File: src/common/jts_pkg.sv
// Constants, state codes and carrier types for the debug test access port.
// Assumes one core clock; the probe qualifies it with a test clock enable.
// Operation
// - Sample inputs only on enabled clock edges.
// - Shift selected register once per enabled cycle.
// - Chain 1: data 0..31, breakpoint cell exits first.
// - Chain 2 reaches debug unit registers.
// - No chain 0; only chains 1, 2 real.
// - Test reset is asynchronous, needs no clock.
// - Reset gives system mode and identification instruction.
// - Codes 0010 select, 1100 intest, 1110 identify.
// - 1111 and unassigned codes bypass; 0100 resumes.
// - Chain select captures constant 1000.
// - Chain connected at update, held until reselected.
// - Chain select register is four bits.
// - Chain 0 selected after test reset.
// - Intest: test mode, capture, shift chain.
// - Identify: capture code, shift, update ignored.
// - 32-bit identification with version, part, maker, one.
// - Identification from fixed inputs, no parallel output.
// - Bypass: one bit, captures zero, one-cycle delay.
// - Resume bypasses, exits debug at run-test/idle.
// - Instruction captures 0001, shifts lsb first.
// - Reserved chains shift out zeros.
package jts_pkg;

  localparam int IR_W = 4;
  localparam int SEL_W = 4;
  localparam int ID_W = 32;
  localparam int DATA_W = 32;
  localparam int CH1_W = DATA_W + 1;

  localparam logic [3:0] INSTR_CHAIN_SELECT = 4'h2;
  localparam logic [3:0] INSTR_INTEST = 4'hc;
  localparam logic [3:0] INSTR_IDCODE = 4'he;
  localparam logic [3:0] INSTR_BYPASS = 4'hf;
  localparam logic [3:0] INSTR_RESUME = 4'h4;

  localparam logic [3:0] IR_CAPTURE_VALUE = 4'h1;
  localparam logic [3:0] SEL_CAPTURE_VALUE = 4'h8;
  localparam logic [3:0] CHAIN_RESET = 4'h0;
  localparam logic [3:0] CHAIN_CORE = 4'h1;
  localparam logic [3:0] CHAIN_DEBUG = 4'h2;

  localparam int ID_VERSION_LSB = 28;
  localparam int ID_PART_LSB = 12;
  localparam int ID_MANUF_LSB = 1;
  localparam logic ID_FIXED_BIT = 1'h1;
  localparam logic BYPASS_CAPTURE_VALUE = 1'h0;

  typedef enum logic [15:0] {
    ST_RESET = 16'h0001,
    ST_IDLE = 16'h0002,
    ST_SEL_DR = 16'h0004,
    ST_CAP_DR = 16'h0008,
    ST_SHIFT_DR = 16'h0010,
    ST_EXIT1_DR = 16'h0020,
    ST_PAUSE_DR = 16'h0040,
    ST_EXIT2_DR = 16'h0080,
    ST_UPD_DR = 16'h0100,
    ST_SEL_IR = 16'h0200,
    ST_CAP_IR = 16'h0400,
    ST_SHIFT_IR = 16'h0800,
    ST_EXIT1_IR = 16'h1000,
    ST_PAUSE_IR = 16'h2000,
    ST_EXIT2_IR = 16'h4000,
    ST_UPD_IR = 16'h8000
  } jts_state_type;

  typedef struct packed {
    logic [3:0] version;
    logic [15:0] part_number;
    logic [10:0] manufacturer;
  } jts_id_type;

  typedef struct packed {
    logic [DATA_W-1:0] data;
    logic breakpoint_request;
  } jts_core_type;

endpackage

File: src/hw/jts_tap.sv
// Test access port controller, instruction decode and scan chains 1 and 2.
// Assumes the probe inputs are synchronous to CLK_I and qualified by the enable.
`timescale 1ns/1ps

module jts_tap
#(
  parameter int CH2_W = 38
)
(
  input wire logic CLK_I,
  input wire logic RST_I,
  input wire logic TEST_RESET_N_I,
  input wire logic TEST_CLOCK_ENABLE_I,
  input wire logic TEST_MODE_SELECT_IN_I,
  input wire logic SERIAL_TEST_IN_I,
  output logic SERIAL_TEST_OUT_O,
  output logic SERIAL_TEST_OUT_EN_O,
  input wire jts_pkg::jts_id_type ID_I,
  input wire jts_pkg::jts_core_type CORE_I,
  output jts_pkg::jts_core_type CORE_O,
  output logic CORE_TEST_MODE_O,
  input wire logic [CH2_W-1:0] DEBUG_REG_I,
  output logic [CH2_W-1:0] DEBUG_REG_O,
  output logic DEBUG_REG_UPDATE_O,
  output logic DEBUG_EXIT_O,
  output logic [3:0] ACTIVE_CHAIN_O
);

  // ==========================================================
  // Declarations
  logic tck;
  logic tms;
  jts_pkg::jts_state_type state_q;
  jts_pkg::jts_state_type state_d;
  logic [3:0] ir_sh_q;
  logic [3:0] ir_q;
  logic [3:0] sel_q;
  logic [3:0] chain_q;
  logic bp_q;
  logic [jts_pkg::ID_W-1:0] id_q;
  logic [jts_pkg::CH1_W-1:0] c1_q;
  logic [CH2_W-1:0] c2_q;
  logic [jts_pkg::DATA_W-1:0] data_rev;
  jts_pkg::jts_core_type core_q;
  logic [CH2_W-1:0] dbg_q;
  logic dbg_upd_q;
  logic exit_q;
  logic [3:0] instr_next;
  logic is_intest;
  logic is_id;
  logic is_sel;
  logic is_byp;
  logic on_c1;
  logic on_c2;
  logic dr_out;

  assign tck = TEST_CLOCK_ENABLE_I;
  assign tms = TEST_MODE_SELECT_IN_I;

  // ==========================================================
  // Controller state machine
  always_comb
  begin
    case (state_q)
      jts_pkg::ST_RESET: state_d = tms ? jts_pkg::ST_RESET : jts_pkg::ST_IDLE;
      jts_pkg::ST_IDLE: state_d = tms ? jts_pkg::ST_SEL_DR : jts_pkg::ST_IDLE;
      jts_pkg::ST_SEL_DR: state_d = tms ? jts_pkg::ST_SEL_IR : jts_pkg::ST_CAP_DR;
      jts_pkg::ST_CAP_DR: state_d = tms ? jts_pkg::ST_EXIT1_DR : jts_pkg::ST_SHIFT_DR;
      jts_pkg::ST_SHIFT_DR: state_d = tms ? jts_pkg::ST_EXIT1_DR : jts_pkg::ST_SHIFT_DR;
      jts_pkg::ST_EXIT1_DR: state_d = tms ? jts_pkg::ST_UPD_DR : jts_pkg::ST_PAUSE_DR;
      jts_pkg::ST_PAUSE_DR: state_d = tms ? jts_pkg::ST_EXIT2_DR : jts_pkg::ST_PAUSE_DR;
      jts_pkg::ST_EXIT2_DR: state_d = tms ? jts_pkg::ST_UPD_DR : jts_pkg::ST_SHIFT_DR;
      jts_pkg::ST_UPD_DR: state_d = tms ? jts_pkg::ST_SEL_DR : jts_pkg::ST_IDLE;
      jts_pkg::ST_SEL_IR: state_d = tms ? jts_pkg::ST_RESET : jts_pkg::ST_CAP_IR;
      jts_pkg::ST_CAP_IR: state_d = tms ? jts_pkg::ST_EXIT1_IR : jts_pkg::ST_SHIFT_IR;
      jts_pkg::ST_SHIFT_IR: state_d = tms ? jts_pkg::ST_EXIT1_IR : jts_pkg::ST_SHIFT_IR;
      jts_pkg::ST_EXIT1_IR: state_d = tms ? jts_pkg::ST_UPD_IR : jts_pkg::ST_PAUSE_IR;
      jts_pkg::ST_PAUSE_IR: state_d = tms ? jts_pkg::ST_EXIT2_IR : jts_pkg::ST_PAUSE_IR;
      jts_pkg::ST_EXIT2_IR: state_d = tms ? jts_pkg::ST_UPD_IR : jts_pkg::ST_SHIFT_IR;
      jts_pkg::ST_UPD_IR: state_d = tms ? jts_pkg::ST_SEL_DR : jts_pkg::ST_IDLE;
      default: state_d = jts_pkg::ST_RESET;
    endcase
  end

  // Test reset acts without clock so a dead probe clock cannot block it
  always_ff @(posedge CLK_I or negedge TEST_RESET_N_I)
  begin
    if (!TEST_RESET_N_I)
      state_q <= jts_pkg::ST_RESET;
    else if (RST_I)
      state_q <= jts_pkg::ST_RESET;
    else if (tck)
      state_q <= state_d;
  end

  // ==========================================================
  // Instruction register
  always_ff @(posedge CLK_I or negedge TEST_RESET_N_I)
  begin
    if (!TEST_RESET_N_I)
    begin
      ir_sh_q <= jts_pkg::IR_CAPTURE_VALUE;
      ir_q <= jts_pkg::INSTR_IDCODE;
    end
    else if (RST_I)
    begin
      ir_sh_q <= jts_pkg::IR_CAPTURE_VALUE;
      ir_q <= jts_pkg::INSTR_IDCODE;
    end
    else if (tck)
    begin
      if (state_q == jts_pkg::ST_CAP_IR)
        ir_sh_q <= jts_pkg::IR_CAPTURE_VALUE;
      else if (state_q == jts_pkg::ST_SHIFT_IR)
        ir_sh_q <= {SERIAL_TEST_IN_I, ir_sh_q[3:1]};
      if (state_q == jts_pkg::ST_RESET)
        ir_q <= jts_pkg::INSTR_IDCODE;
      else if (state_q == jts_pkg::ST_UPD_IR)
        ir_q <= ir_sh_q;
    end
  end

  // Unassigned codes and resume fall through to bypass
  assign is_sel = (ir_q == jts_pkg::INSTR_CHAIN_SELECT);
  assign is_intest = (ir_q == jts_pkg::INSTR_INTEST);
  assign is_id = (ir_q == jts_pkg::INSTR_IDCODE);
  assign is_byp = !(is_sel || is_intest || is_id);
  assign on_c1 = is_intest && (chain_q == jts_pkg::CHAIN_CORE);
  assign on_c2 = is_intest && (chain_q == jts_pkg::CHAIN_DEBUG);

  // ==========================================================
  // Scan path select register and active chain
  always_ff @(posedge CLK_I or negedge TEST_RESET_N_I)
  begin
    if (!TEST_RESET_N_I)
    begin
      sel_q <= jts_pkg::SEL_CAPTURE_VALUE;
      chain_q <= jts_pkg::CHAIN_RESET;
    end
    else if (RST_I)
    begin
      sel_q <= jts_pkg::SEL_CAPTURE_VALUE;
      chain_q <= jts_pkg::CHAIN_RESET;
    end
    else if (tck && is_sel)
    begin
      if (state_q == jts_pkg::ST_CAP_DR)
        sel_q <= jts_pkg::SEL_CAPTURE_VALUE;
      else if (state_q == jts_pkg::ST_SHIFT_DR)
        sel_q <= {SERIAL_TEST_IN_I, sel_q[3:1]};
      else if (state_q == jts_pkg::ST_UPD_DR)
        chain_q <= sel_q;
    end
  end

  // ==========================================================
  // Bypass and identification registers
  always_ff @(posedge CLK_I)
  begin
    if (RST_I)
      bp_q <= jts_pkg::BYPASS_CAPTURE_VALUE;
    else if (tck && is_byp && state_q == jts_pkg::ST_CAP_DR)
      bp_q <= jts_pkg::BYPASS_CAPTURE_VALUE;
    else if (tck && is_byp && state_q == jts_pkg::ST_SHIFT_DR)
      bp_q <= SERIAL_TEST_IN_I;
  end

  // No parallel output: the code is only ever shifted out
  always_ff @(posedge CLK_I)
  begin
    if (RST_I)
      id_q <= '0;
    else if (tck && is_id && state_q == jts_pkg::ST_CAP_DR)
      id_q <= {ID_I, jts_pkg::ID_FIXED_BIT};
    else if (tck && is_id && state_q == jts_pkg::ST_SHIFT_DR)
      id_q <= {SERIAL_TEST_IN_I, id_q[jts_pkg::ID_W-1:1]};
  end

  // ==========================================================
  // Scan chain 1: data bit 0 sits next to the serial input
  for (genvar i = 0; i < jts_pkg::DATA_W; i++)
  begin : g_rev
    assign data_rev[i] = CORE_I.data[jts_pkg::DATA_W-1-i];
  end

  always_ff @(posedge CLK_I)
  begin
    if (RST_I)
      c1_q <= '0;
    else if (tck && on_c1 && state_q == jts_pkg::ST_CAP_DR)
      c1_q <= {data_rev, CORE_I.breakpoint_request};
    else if (tck && on_c1 && state_q == jts_pkg::ST_SHIFT_DR)
      c1_q <= {SERIAL_TEST_IN_I, c1_q[jts_pkg::CH1_W-1:1]};
  end

  // Cells drive core and system only while intest is current
  always_ff @(posedge CLK_I or negedge TEST_RESET_N_I)
  begin
    if (!TEST_RESET_N_I)
      core_q <= '0;
    else if (RST_I)
      core_q <= '0;
    else if (tck && on_c1 && state_q == jts_pkg::ST_UPD_DR)
    begin
      core_q.breakpoint_request <= c1_q[0];
      for (int k = 0; k < jts_pkg::DATA_W; k++)
        core_q.data[k] <= c1_q[jts_pkg::CH1_W-1-k];
    end
  end

  assign CORE_TEST_MODE_O = is_intest;
  assign CORE_O = is_intest ? core_q : CORE_I;

  // ==========================================================
  // Scan chain 2: debug unit register access
  always_ff @(posedge CLK_I)
  begin
    if (RST_I)
      c2_q <= '0;
    else if (tck && on_c2 && state_q == jts_pkg::ST_CAP_DR)
      c2_q <= DEBUG_REG_I;
    else if (tck && on_c2 && state_q == jts_pkg::ST_SHIFT_DR)
      c2_q <= {SERIAL_TEST_IN_I, c2_q[CH2_W-1:1]};
  end

  always_ff @(posedge CLK_I or negedge TEST_RESET_N_I)
  begin
    if (!TEST_RESET_N_I)
    begin
      dbg_q <= '0;
      dbg_upd_q <= 1'h0;
    end
    else if (RST_I)
    begin
      dbg_q <= '0;
      dbg_upd_q <= 1'h0;
    end
    else
    begin
      dbg_upd_q <= tck && on_c2 && state_q == jts_pkg::ST_UPD_DR;
      if (tck && on_c2 && state_q == jts_pkg::ST_UPD_DR)
        dbg_q <= c2_q;
    end
  end

  assign DEBUG_REG_O = dbg_q;
  assign DEBUG_REG_UPDATE_O = dbg_upd_q;

  // ==========================================================
  // Resume: one pulse on entry to run-test/idle
  // Idle straight after update-IR must see the code loaded on that edge
  assign instr_next = (state_q == jts_pkg::ST_RESET) ? jts_pkg::INSTR_IDCODE
    : (state_q == jts_pkg::ST_UPD_IR) ? ir_sh_q : ir_q;
  always_ff @(posedge CLK_I or negedge TEST_RESET_N_I)
  begin
    if (!TEST_RESET_N_I)
      exit_q <= 1'h0;
    else if (RST_I)
      exit_q <= 1'h0;
    else
      exit_q <= tck && (instr_next == jts_pkg::INSTR_RESUME) && (state_q != jts_pkg::ST_IDLE)
        && (state_d == jts_pkg::ST_IDLE);
  end

  assign DEBUG_EXIT_O = exit_q;
  assign ACTIVE_CHAIN_O = chain_q;

  // ==========================================================
  // Serial output mux; reserved chains read zero
  always_comb
  begin
    if (is_sel)
      dr_out = sel_q[0];
    else if (is_id)
      dr_out = id_q[0];
    else if (on_c1)
      dr_out = c1_q[0];
    else if (on_c2)
      dr_out = c2_q[0];
    else if (is_intest)
      dr_out = 1'h0;
    else
      dr_out = bp_q;
  end

  assign SERIAL_TEST_OUT_O = (state_q == jts_pkg::ST_SHIFT_IR) ? ir_sh_q[0] : dr_out;
  assign SERIAL_TEST_OUT_EN_O = (state_q == jts_pkg::ST_SHIFT_IR)
    || (state_q == jts_pkg::ST_SHIFT_DR);
endmodule

File: config.mk
export PLATFORM = sky130hd
export DESIGN_NAME = jts_tap
export DESIGN_NICKNAME = d
export VERILOG_FILES = /design/src/common/jts_pkg.sv /design/src/hw/jts_tap.sv
export SDC_FILE = /design/constraint.sdc
export NUM_CORES = 1
export LEC_CHECK = 0
export BUFFER_PORTS_ARGS = -buffer_cell sky130_fd_sc_hd__buf_2
export CORE_UTILIZATION = 50
export DETAILED_ROUTE_END_ITERATION = 8
export PLACE_DENSITY = 0.73
export SLEW_MARGIN = 30
export SYNTH_ARGS = -nofsm -noshare
export SYNTH_HDL_FRONTEND = slang
export SYNTH_SLANG_ARGS = --single-unit
File: constraint.sdc
create_clock -name CLK_I -period 4.7 [get_ports CLK_I]
set_input_delay 1.41 -clock CLK_I [delete_from_list [all_inputs] [get_ports CLK_I]]
set_output_delay 1.41 -clock CLK_I [all_outputs]
set_load 0.05 [all_outputs]
==> results.sh, run 1 <==
export IMPL_final_net_count=1256
export IMPL_multi_input_area_um2=4410
export IMPL_leakage_nw=4.75
export IMPL_p_clk_share_pct=45.3
export IMPL_layout_worst_path_cycle_share_pct=86.9
export IMPL_grt_use_total_pct=24.7
export IMPL_status="complete, no violations"
export IMPL_synth_top_family_by_area="compound AO/OA/AOI/OAI gates"
export IMPL_cts_root_buf="clkbuf_16"
export IMPL_die_w_um=140
export IMPL_vias_per_cell=6.00
export IMPL_coreArea_um2=18600
export IMPL_ys_ff_latch=209
export IMPL_synthesis_nets=1120
export IMPL_grt_pass1_wl_um=39700
export IMPL_fin_skew_ns=0.00992
export IMPL_start_util_pct=51.0
export IMPL_wl_per_cell_um=17.5
export IMPL_placed_area_um2=10500
export IMPL_met1_length_um=11000
export IMPL_ys_flop_type="dfxtp_1"
export IMPL_hold_viol=0
export IMPL_synth_compound_area_share_pct=23.1
export IMPL_fill_cells=1608
export IMPL_crit_type="reg2out"
export IMPL_hold_path_class="reg2reg"
export IMPL_synth_edf_count=0
export IMPL_setup_viol=0
export IMPL_r2r_slack_ns=1.75
export IMPL_synth_distinct_cells=53
export IMPL_drtIter0Drc=657
export IMPL_met3_length_um=1670
export IMPL_cp_data_arrival_time_ns=2.68
export IMPL_seq_area_um2=4720
export IMPL_setup_tns_final_ns=0
export IMPL_final_common_cell="buf_2"
export IMPL_start_kind="register"
export IMPL_required_ns=3.29
export IMPL_slew_violations=0
export IMPL_hold_ws_ns=0.476
export IMPL_numCtsBuffers=23
export IMPL_rsz0062_at_grt="no"
export IMPL_power_switching_mw=0.878
export IMPL_slowest_stage="or4_1"
export IMPL_swShare_pct=23.7
export IMPL_power_density_nw_per_um2=330
export IMPL_portBuffers=187
export IMPL_crit_buf_inv=1
export IMPL_seq_area_frac_synth_pct=49.6
export IMPL_path_clk_slew_ns=0.06
export IMPL_hpwl_um=15500
export IMPL_rows=50
export IMPL_synthAdderAreaFrac_pct=0
export IMPL_power_internal_mw=2.83
export IMPL_ys_warn_count=0
export IMPL_routed_wl_um=24500
export IMPL_final_area_um2=11200
export IMPL_io_pins=188
export IMPL_clock_latency_ns=0.52
export IMPL_worst_pin_slew_ns=0.849
export IMPL_wl_met2_um=11300
export IMPL_synth_simple_area_share_pct=17.8
export IMPL_htreeDepth=1
export IMPL_ctsHoldBuffers=0
export IMPL_synth_area_um2=9510
export IMPL_ctsLongestPathBuffers=3
export IMPL_end_kind="primary output"
export IMPL_grt_max_degree=104
export IMPL_avgSynthCellArea_um2=9.40
export IMPL_clock_sinks=209
export IMPL_critPathMaxFanout=8
export IMPL_fin_crit_ns=4.09
export IMPL_power_frac_comb_pct=6.3
export IMPL_post_route_drc_count=0
export IMPL_first_pass_iters=5
export IMPL_synth_mux_area_share_pct=4.22
export IMPL_gp_congestion=0.923
export IMPL_fmax_mhz=245
export IMPL_async_reset_ff_share_pct=50.2
export IMPL_total_power_mw=3.71
export IMPL_drive_gt1_share_pct=25.1
export IMPL_cap_violations=0
export IMPL_grt_pass1_vias=7673
export IMPL_area_growth_pct=18.3
export IMPL_path_cells="or4_1 -> nor3_1 -> nand4b_1 -> a31oi_1 -> buf_2"
export IMPL_ir_drop_mv=0.240
export IMPL_ant_nets=0
export IMPL_top_layer_used="met4"
export IMPL_synth_xor_area_share_pct=0.737
export IMPL_die_h_um=140
export IMPL_antenna_found_initial=1
export IMPL_layout_common_cells="buf_2 (185), nand2_1 (163), nor2_1 (109), dfxtp_1 (104), dfrtp_1 (99)"
export IMPL_crit_family="simple AND/OR/NAND/NOR gates"
export IMPL_grt_overflow=0
export IMPL_cts_resized=0
export IMPL_dieArea_um2=19600
export IMPL_post_cts_repair_setup_buffers=0
export IMPL_cts_tree="built"
export IMPL_max_stage_delay_ns=0.69
export IMPL_sequentialPowerShare_pct=48.4
export IMPL_synthCells=1012
export IMPL_vias=8398
export IMPL_max_slew_margin_pct=43.4
==> cells by family after synthesis <==
group,Yosys count
AO/OA/AOI/OAI,293
XOR/XNOR,8
buffers and inverters,100
flip-flops,209
multiplexers,36
AND/OR/NAND/NOR,366
==> power groups by stage <==
stage               Sequential, mW  Clock [mW]  Combinational (mW)
floorplan                     1.82           0               0.132
finish                        1.79        1.68               0.234
global route                  1.79        1.79               0.251
global placement              1.83           0               0.229
detailed placement            1.83           0               0.233
CTS                           1.79        1.71               0.234
==> worst min-delay path, delay by kind of cell, from the launching register on <==
| family | cells | cell delay [ns] |
|---|---|---|
| AOI/OAI and AO/OA | 1 | 0.07 |
| and+or+nand+nor | 1 | 0.05 |
| DFF | 1 | 0.31 |
==> cells in the mapped netlist, types with 4 or more instances <==
master / instances / area, um2
xor2_1: 4 / 35.0
nor4_1: 5 / 31.3
mux2_2: 33 / 372
nor3_1: 16 / 80.1
xnor2_1: 4 / 35.0
nor2b_1: 4 / 25.0
or4_1: 6 / 45.0
dfstp_2: 6 / 158
nand4_1: 14 / 87.6
buf_1: 6 / 22.5
a31oi_1: 4 / 25.0
buf_2: 24 / 120
nand2b_1: 5 / 31.3
a211oi_1: 7 / 52.6
a21oi_1: 43 / 215
nand3_1: 13 / 65.1
o22ai_1: 31 / 194
a311oi_1: 66 / 578
o21bai_1: 32 / 240
a22o_1: 74 / 648
clkbuf_1: 61 / 229
nand2_1: 163 / 612
inv_1: 6 / 22.5
nor2_1: 111 / 417
nor4b_1: 7 / 61.3
dfrtp_1: 99 / 2480
o21ai_0: 16 / 80.1
nor4_4: 4 / 85.1
dfxtp_1: 104 / 2080
a22oi_1: 7 / 52.6
==> sequential cells by signal, summed over array words and instances (netlist names) <==
register,count
ir_sh_q,4
bp_q,1
core_q,33
state_q,16
DEBUG_REG_O,38
sel_q,4
c2_q,38
ACTIVE_CHAIN_O,4
DEBUG_REG_UPDATE_O,1
c1_q,33
DEBUG_EXIT_O,1
ir_q,4
id_q,32
==> metal layers <==
layer  vias up  track usage [%]
met3        48             3.56
li1       3996                -
met1      4002             35.2
met5         -                0
met2       352             39.1
met4         0             7.63
==> stage by stage <==
| step | instances | utilization [%] | worst slack [ns] |
|---|---|---|---|
| 3_5_place_dp | 1357 | 56.5 | 1.17 |
| 4_1_cts | 1399 | 60.3 | 0.625 |
| 6_report | 1400 | 60.3 | 0.614 |
| 2_1_floorplan | 1012 | - | 0.890 |
| 5_1_grt | 1400 | 60.3 | 0.475 |
| 3_3_place_gp | 1356 | 56.4 | 1.20 |
==> final cells by class <==
type | count | share of cell area [%]
sequential | 209 | 41.9
multi-input combinational | 703 | 39.2
timing repair buffer | 205 | 9.78
clock buffer | 35 | 5.79
tap | 234 | 2.60
clock inverter | 7 | 0.467
inverter | 6 | 0.200
antenna | 1 | 0.0223
==> path summary, 6_finish.rpt <==
| check | endpoint | depth (start not counted) | startpoint |
|---|---|---|---|
| max | SERIAL_TEST_OUT_O | 5 | state_q[13]$_DFFE_PN0P_ |
| min in group asynchronous | DEBUG_REG_O[28]$_DFFE_PN0P_ | 1 | TEST_RESET_N_I |
| min reg2reg | id_q[10]$_SDFFE_PP0P_ | 2 | id_q[11]$_SDFFE_PP0P_ |
| min | id_q[10]$_SDFFE_PP0P_ | 2 | id_q[11]$_SDFFE_PP0P_ |
| max reg2reg | c2_q[28]$_SDFFE_PP0P_ | 7 | ir_q[2]$_DFFE_PN1P_ |
| max in group asynchronous | core_q[5]$_DFFE_PN0P_ | 2 | TEST_RESET_N_I |
(Power assumes the default switching activity.)
==> inputs of run 2 (changes only) <==
- ABC_AREA: not set -> 1
- clock period: 4.7 -> 3.9 ns (I/O delays scaled with it)
==> run 2 against run 1 <==
Against the previous run: first-iteration DRC count shrank 13%; power grew 22%; largest power group unchanged; critical path type unchanged; die area grew 1.7%.
==> results.sh, run 2 <==
export IMPL_dieArea_um2=19900
export IMPL_path_clk_slew_ns=0.06
export IMPL_drtIter0Drc=573
export IMPL_synthesis_nets=1326
export IMPL_routed_wl_um=23800
export IMPL_layout_common_cells="o21ai_0 (196), buf_2 (186), nand2_1 (149), inv_1 (119), nor2_1 (116)"
export IMPL_required_ns=2.73
export IMPL_fin_skew_ns=0.0114
export IMPL_cts_tree="built"
export IMPL_ant_nets=0
export IMPL_avgSynthCellArea_um2=7.94
export IMPL_hold_path_class="reg2reg"
export IMPL_seq_area_um2=4720
export IMPL_die_h_um=141
export IMPL_die_w_um=141
export IMPL_power_internal_mw=3.45
export IMPL_fill_cells=1702
export IMPL_vias_per_cell=5.32
export IMPL_hold_depth=2
export IMPL_io_pins=188
export IMPL_grt_pass1_vias=7954
export IMPL_grt_pass1_wl_um=39300
export IMPL_synth_mux_area_share_pct=0
export IMPL_ys_flop_type="dfxtp_1"
export IMPL_hold_viol=0
export IMPL_start_util_pct=51.4
export IMPL_fmax_mhz=283
export IMPL_setup_viol=0
export IMPL_htreeDepth=1
export IMPL_cts_resized=0
export IMPL_seq_area_frac_synth_pct=48.8
export IMPL_sequentialPowerShare_pct=47.9
export IMPL_ctsHoldBuffers=0
export IMPL_cap_violations=0
export IMPL_synth_area_um2=9670
export IMPL_fin_ws_ns=0.366
export IMPL_yosysMostFrequentCell="o21ai_0"
export IMPL_drive_gt1_share_pct=19.3
export IMPL_p_clk_share_pct=45.4
export IMPL_max_slew_margin_pct=42.8
export IMPL_wl_per_cell_um=14.5
export IMPL_grt_max_degree=77
export IMPL_vias=8736
export IMPL_end_kind="primary output"
export IMPL_grt_use_total_pct=24.0
export IMPL_power_density_nw_per_um2=396
export IMPL_numCtsBuffers=23
export IMPL_ir_drop_mv=0.329
export IMPL_final_common_cell="o21ai_0"
export IMPL_synthAdderAreaFrac_pct=0
export IMPL_cp_data_arrival_time_ns=2.36
export IMPL_rsz0062_at_grt="no"
export IMPL_ys_ff_latch=209
export IMPL_utilization_pct=60.5
export IMPL_grt_overflow=0
export IMPL_worst_pin_slew_ns=0.857
export IMPL_async_reset_ff_share_pct=50.2
export IMPL_gp_congestion=0.870
export IMPL_power_frac_comb_pct=6.7
export IMPL_critPathMaxFanout=8
export IMPL_synth_top_area_share_pct=25.6
export IMPL_start_kind="register"
export IMPL_swShare_pct=23.4
export IMPL_portBuffers=187
export IMPL_synth_edf_count=0
export IMPL_clock_latency_ns=0.49
export IMPL_synth_xor_area_share_pct=0
export IMPL_clock_sinks=209
export IMPL_reg2reg_depth=9
export IMPL_post_route_drc_count=0
export IMPL_final_net_count=1473
export IMPL_slew_violations=0
export IMPL_synth_distinct_cells=39
export IMPL_synth_simple_area_share_pct=20.6
export IMPL_cts_root_buf="clkbuf_16"
export IMPL_coreArea_um2=18800
export IMPL_synth_top_family_by_area="compound AO/OA/AOI/OAI gates"
export IMPL_layout_worst_path_cycle_share_pct=90.6
export IMPL_ys_warn_count=0
export IMPL_rows=50
export IMPL_synthCells=1218
export IMPL_synth_compound_area_share_pct=21.6
export IMPL_synth_largest_area_cell="dfrtp_1"
export IMPL_placed_area_um2=10700
export IMPL_leakage_nw=5.17
export IMPL_power_switching_mw=1.06
export IMPL_first_pass_iters=4
export IMPL_post_cts_repair_setup_buffers=0
export IMPL_yosys_top_cells_count="o21ai_0 (196), nand2_1 (149), inv_1 (120)"
export IMPL_ctsLongestPathBuffers=3
export IMPL_final_area_um2=11400
export IMPL_status="complete, no violations"
export IMPL_hpwl_um=15500
export IMPL_setup_tns_final_ns=0
export IMPL_antenna_found_initial=2
export IMPL_area_growth_pct=17.7
export IMPL_multi_input_area_um2=4100
export IMPL_fin_crit_ns=3.53
export IMPL_yosys_top_cells_area="dfrtp_1 (26%), dfxtp_1 (22%), o21ai_0 (10%)"
export IMPL_pre_cts_ws_ns=0.897
export IMPL_crit_type="reg2out"
[run 2: cell count changes in the layout (fill, tap and decap cells not counted), sizes merged, moves of 10 or more]
cell,before,now
nand3,13,64
a311oi,66,0
nor2,111,126
mux2,33,0
nor4,10,0
and2,2,66
nor3,19,8
a22o,74,0
o21ai,16,222
inv,7,122
o21bai,32,0
nand2,163,152
o22ai,31,102
[run 2: critical path, stage by stage (launching register included)]
cell	delay, ns
dfstp_2	0.55
nand2_1	0.11
nor3_4	0.36
nand3_1	0.13
nand4_1	0.10
o211ai_1	0.11
a21oi_1	0.22
buf_2	0.31
[run 2: path summary, 6_finish.rpt]
kind                                          endpoint  slack [ns]                   start
min                             core_q[31]$_DFFE_PN0P_        0.48  core_q[31]$_DFFE_PN0P_
max in group asynchronous       ir_sh_q[0]$_DFFE_PN1P_        2.46          TEST_RESET_N_I
max reg2reg                     core_q[24]$_DFFE_PN0P_        1.07  state_q[2]$_DFFE_PN0P_
min reg2reg                     core_q[31]$_DFFE_PN0P_        0.48  core_q[31]$_DFFE_PN0P_
max                                  SERIAL_TEST_OUT_O        0.37     ir_q[3]$_DFFE_PN1P_
min in group asynchronous  DEBUG_REG_O[21]$_DFFE_PN0P_        0.71          TEST_RESET_N_I
[run 2: cell type report]
cell class	instances	area share, %
inverters	124	4.12
repair buffers	202	9.34
diodes	1	0.0220
clock inverters	9	0.648
well taps	260	2.86
clock buffers	32	5.61
flip-flops and latches	209	41.4
multi-input cells	805	36.0
[run 2: power groups by stage]
stage | Combinational, mW | Clock [mW] | Sequential (mW)
after floorplan | 0.160 | 0 | 2.21
after global placement | 0.298 | 0 | 2.20
after detailed placement | 0.301 | 0 | 2.20
after CTS | 0.302 | 2.09 | 2.16
after global routing | 0.329 | 2.19 | 2.16
final | 0.301 | 2.05 | 2.16
[run 2: stage by stage]
stage                     cells  hold WS, ns  power [mW]
after floorplan            1218        0.441        2.37
after global placement     1600        0.463        2.50
after detailed placement   1600        0.464        2.51
after CTS                  1641        0.485        4.56
after global routing       1641        0.497        4.68
final                      1642        0.484        4.51
[run 2: layer usage]
metal / vias to the layer above / share of wire, % / GRT usage, %
li1: 4412 / - / -
met1: 4051 / 46 / 33.4
met2: 238 / 45 / 38.3
met3: 33 / 6.5 / 5.13
met4: 2 / 1.7 / 5.66
met5: - / 0.055 / 0
[run 2: cells by family after synthesis]
logic type / Yosys count
AOI/OAI and AO/OA: 381
buffers and inverters: 204
DFF: 209
and+or+nand+nor: 424
==> inputs of run 3 (changes only) <==
- clock period: 3.9 -> 3.7 ns (I/O delays scaled with it)
==> run 3 against run 2 <==
Against the previous run: non-clock buffer count rose by 3; worst hold slack got worse by 0.0099 ns; worst setup slack got worse by 0.17 ns; routed wire length rose by 1.5%; core utilization rose by 0.20 points; first-iteration DRC count fell by 0.52%; final cell count rose by 0.24%; flip-flop and latch count did not move; count of clock-buffer cells in the layout rose by 3; critical path type unchanged.
==> results.sh, run 3 (same netlist as run 2, synthesis figures left out) <==
export IMPL_status="complete, no violations"
export IMPL_multi_input_area_um2=4100
export IMPL_top_layer_used="met4"
export IMPL_gp_congestion=0.910
export IMPL_htreeDepth=1
export IMPL_die_h_um=141
export IMPL_cts_root_buf="clkbuf_16"
export IMPL_ctsHoldBuffers=0
export IMPL_die_w_um=141
export IMPL_start_kind="register"
export IMPL_ctsLongestPathBuffers=3
export IMPL_portBuffers=187
export IMPL_r2r_end="id_q[14]$_SDFFE_PP0P_"
export IMPL_hold_ws_ns=0.474
export IMPL_end_kind="primary output"
export IMPL_crit_family="buffers and inverters"
export IMPL_antenna_found_initial=2
export IMPL_final_cells=1646
export IMPL_critPathMaxFanout=26
export IMPL_wl_per_cell_um=14.7
export IMPL_coreArea_um2=18800
export IMPL_grt_overflow=0
export IMPL_cp_startpoint="ir_q[3]$_DFFE_PN1P_"
export IMPL_ir_drop_mv=0.373
export IMPL_final_common_cell="o21ai_0"
export IMPL_final_area_um2=11400
export IMPL_cp_data_arrival_time_ns=2.39
export IMPL_crit_buf_inv=3
export IMPL_path_cells="nand2_1 -> inv_1 -> nand3_2 -> buf_4 -> o21ai_0 -> buf_2"
export IMPL_cp_depth=6
export IMPL_met1_length_um=11000
export IMPL_leakage_nw=5.18
export IMPL_drive_gt1_share_pct=19.6
export IMPL_worst_pin_slew_ns=0.858
export IMPL_fin_skew_ns=0.0101
export IMPL_first_pass_iters=5
export IMPL_grt_use_total_pct=24.4
export IMPL_clock_latency_ns=0.50
export IMPL_setup_viol=0
export IMPL_required_ns=2.59
export IMPL_io_pins=188
export IMPL_rsz0062_at_grt="no"
export IMPL_rr_startpoint="state_q[15]$_DFFE_PN0P_"
export IMPL_clock_sinks=209
export IMPL_cts_tree="built"
export IMPL_power_density_nw_per_um2=418
export IMPL_cts_resized=0
export IMPL_layout_common_cells="o21ai_0 (196), buf_2 (186), nand2_1 (149), inv_1 (119), nor2_1 (116)"
export IMPL_slowest_stage="dfstp_2"
export IMPL_final_net_count=1476
export IMPL_vias_per_cell=5.33
export IMPL_reg2reg_depth=10
export IMPL_max_slew_margin_pct=42.7
export IMPL_start_util_pct=51.4
export IMPL_numCtsBuffers=23
export IMPL_crit_type="reg2out"
export IMPL_rows=50
export IMPL_fill_cells=1720
export IMPL_cap_violations=0
export IMPL_fmax_mhz=286
export IMPL_slew_violations=0
export IMPL_fin_crit_ns=3.50
export IMPL_post_route_drc_count=0
export IMPL_dieArea_um2=19900
export IMPL_hpwl_um=15900
export IMPL_grt_pass1_wl_um=40000
export IMPL_total_power_mw=4.78
export IMPL_hold_viol=0
export IMPL_grt_max_degree=77
export IMPL_vias=8772
export IMPL_r2r_slack_ns=0.99
export IMPL_setup_tns_final_ns=0
export IMPL_wl_met2_um=11100
export IMPL_placed_area_um2=10700
export IMPL_grt_pass1_vias=8151
export IMPL_area_growth_pct=18.1
export IMPL_path_clk_slew_ns=0.06
export IMPL_routed_wl_um=24200
export IMPL_ant_nets=0
export IMPL_drtIter0Drc=570
export IMPL_hold_path_class="reg2reg"
export IMPL_post_cts_repair_setup_buffers=0
export IMPL_critPathCapture="CORE_O[15]"
export IMPL_seq_area_um2=4720
export IMPL_max_stage_delay_ns=0.55
export IMPL_layout_worst_path_cycle_share_pct=94.6
export IMPL_met3_length_um=1610
export IMPL_dp_cells=1603
==> run 3: changes by cell type in the layout (fill, tap and decap cells not counted) <==
cell / delta
buf_4: +3
bufinv_16: -1
clkbuf_8: +3
clkinv_2: -4
clkinvlp_4: +2
inv_6: +1
==> run 3: final cells by class <==
cell class | count | share of cell area, %
inverter | 124 | 4.11
sequential | 209 | 41.3
clock inverter | 7 | 0.416
antenna | 1 | 0.0219
timing repair buffer | 205 | 9.50
multi-input combinational | 805 | 35.9
clock buffer | 35 | 5.96
tap | 260 | 2.85
==> run 3: report_power, final <==
part           total (mW)  leakage, nW  internal (mW)  switching, mW
combinational       0.319         2.54         0.0898          0.229
sequential           2.28         2.28           2.27        0.00364
clock                2.18        0.354           1.27          0.913
total                4.78         5.18           3.64           1.15
==> run 3: worst min-delay path: stages, from the launching register on <==
cell	delay (ns)
dfrtp_1	0.34
nand2_1	0.05
nand2_1	0.05
==> run 3: worst min-delay path by stage <==
stage	to	slack [ns]	depth (start not counted)	from
3_3_place_gp	core_q[30]$_DFFE_PN0P_	0.46	2	core_q[30]$_DFFE_PN0P_
6_report	core_q[29]$_DFFE_PN0P_	0.47	2	core_q[29]$_DFFE_PN0P_
3_5_place_dp	core_q[29]$_DFFE_PN0P_	0.46	2	core_q[29]$_DFFE_PN0P_
5_1_grt	DEBUG_REG_O[1]$_DFFE_PN0P_	0.50	2	c2_q[1]$_SDFFE_PP0P_
2_1_floorplan	DEBUG_REG_O[27]$_DFFE_PN0P_	0.44	2	c2_q[27]$_SDFFE_PP0P_
4_1_cts	core_q[29]$_DFFE_PN0P_	0.48	2	core_q[29]$_DFFE_PN0P_
==> run 3: layer usage <==
metal	up-vias	GRT usage, %
met4	0	6.06
met1	4057	33.8
li1	4406	-
met5	-	0
met2	271	38.8
met3	38	5.20
==> run 3: per-stage QoR <==
step,utilization (%),setup slack [ns]
global placement,56.8,0.789
finish,60.7,0.199
CTS,60.7,0.196
floorplan,-,0.239
global route,60.7,0.0251
detailed placement,56.8,0.737
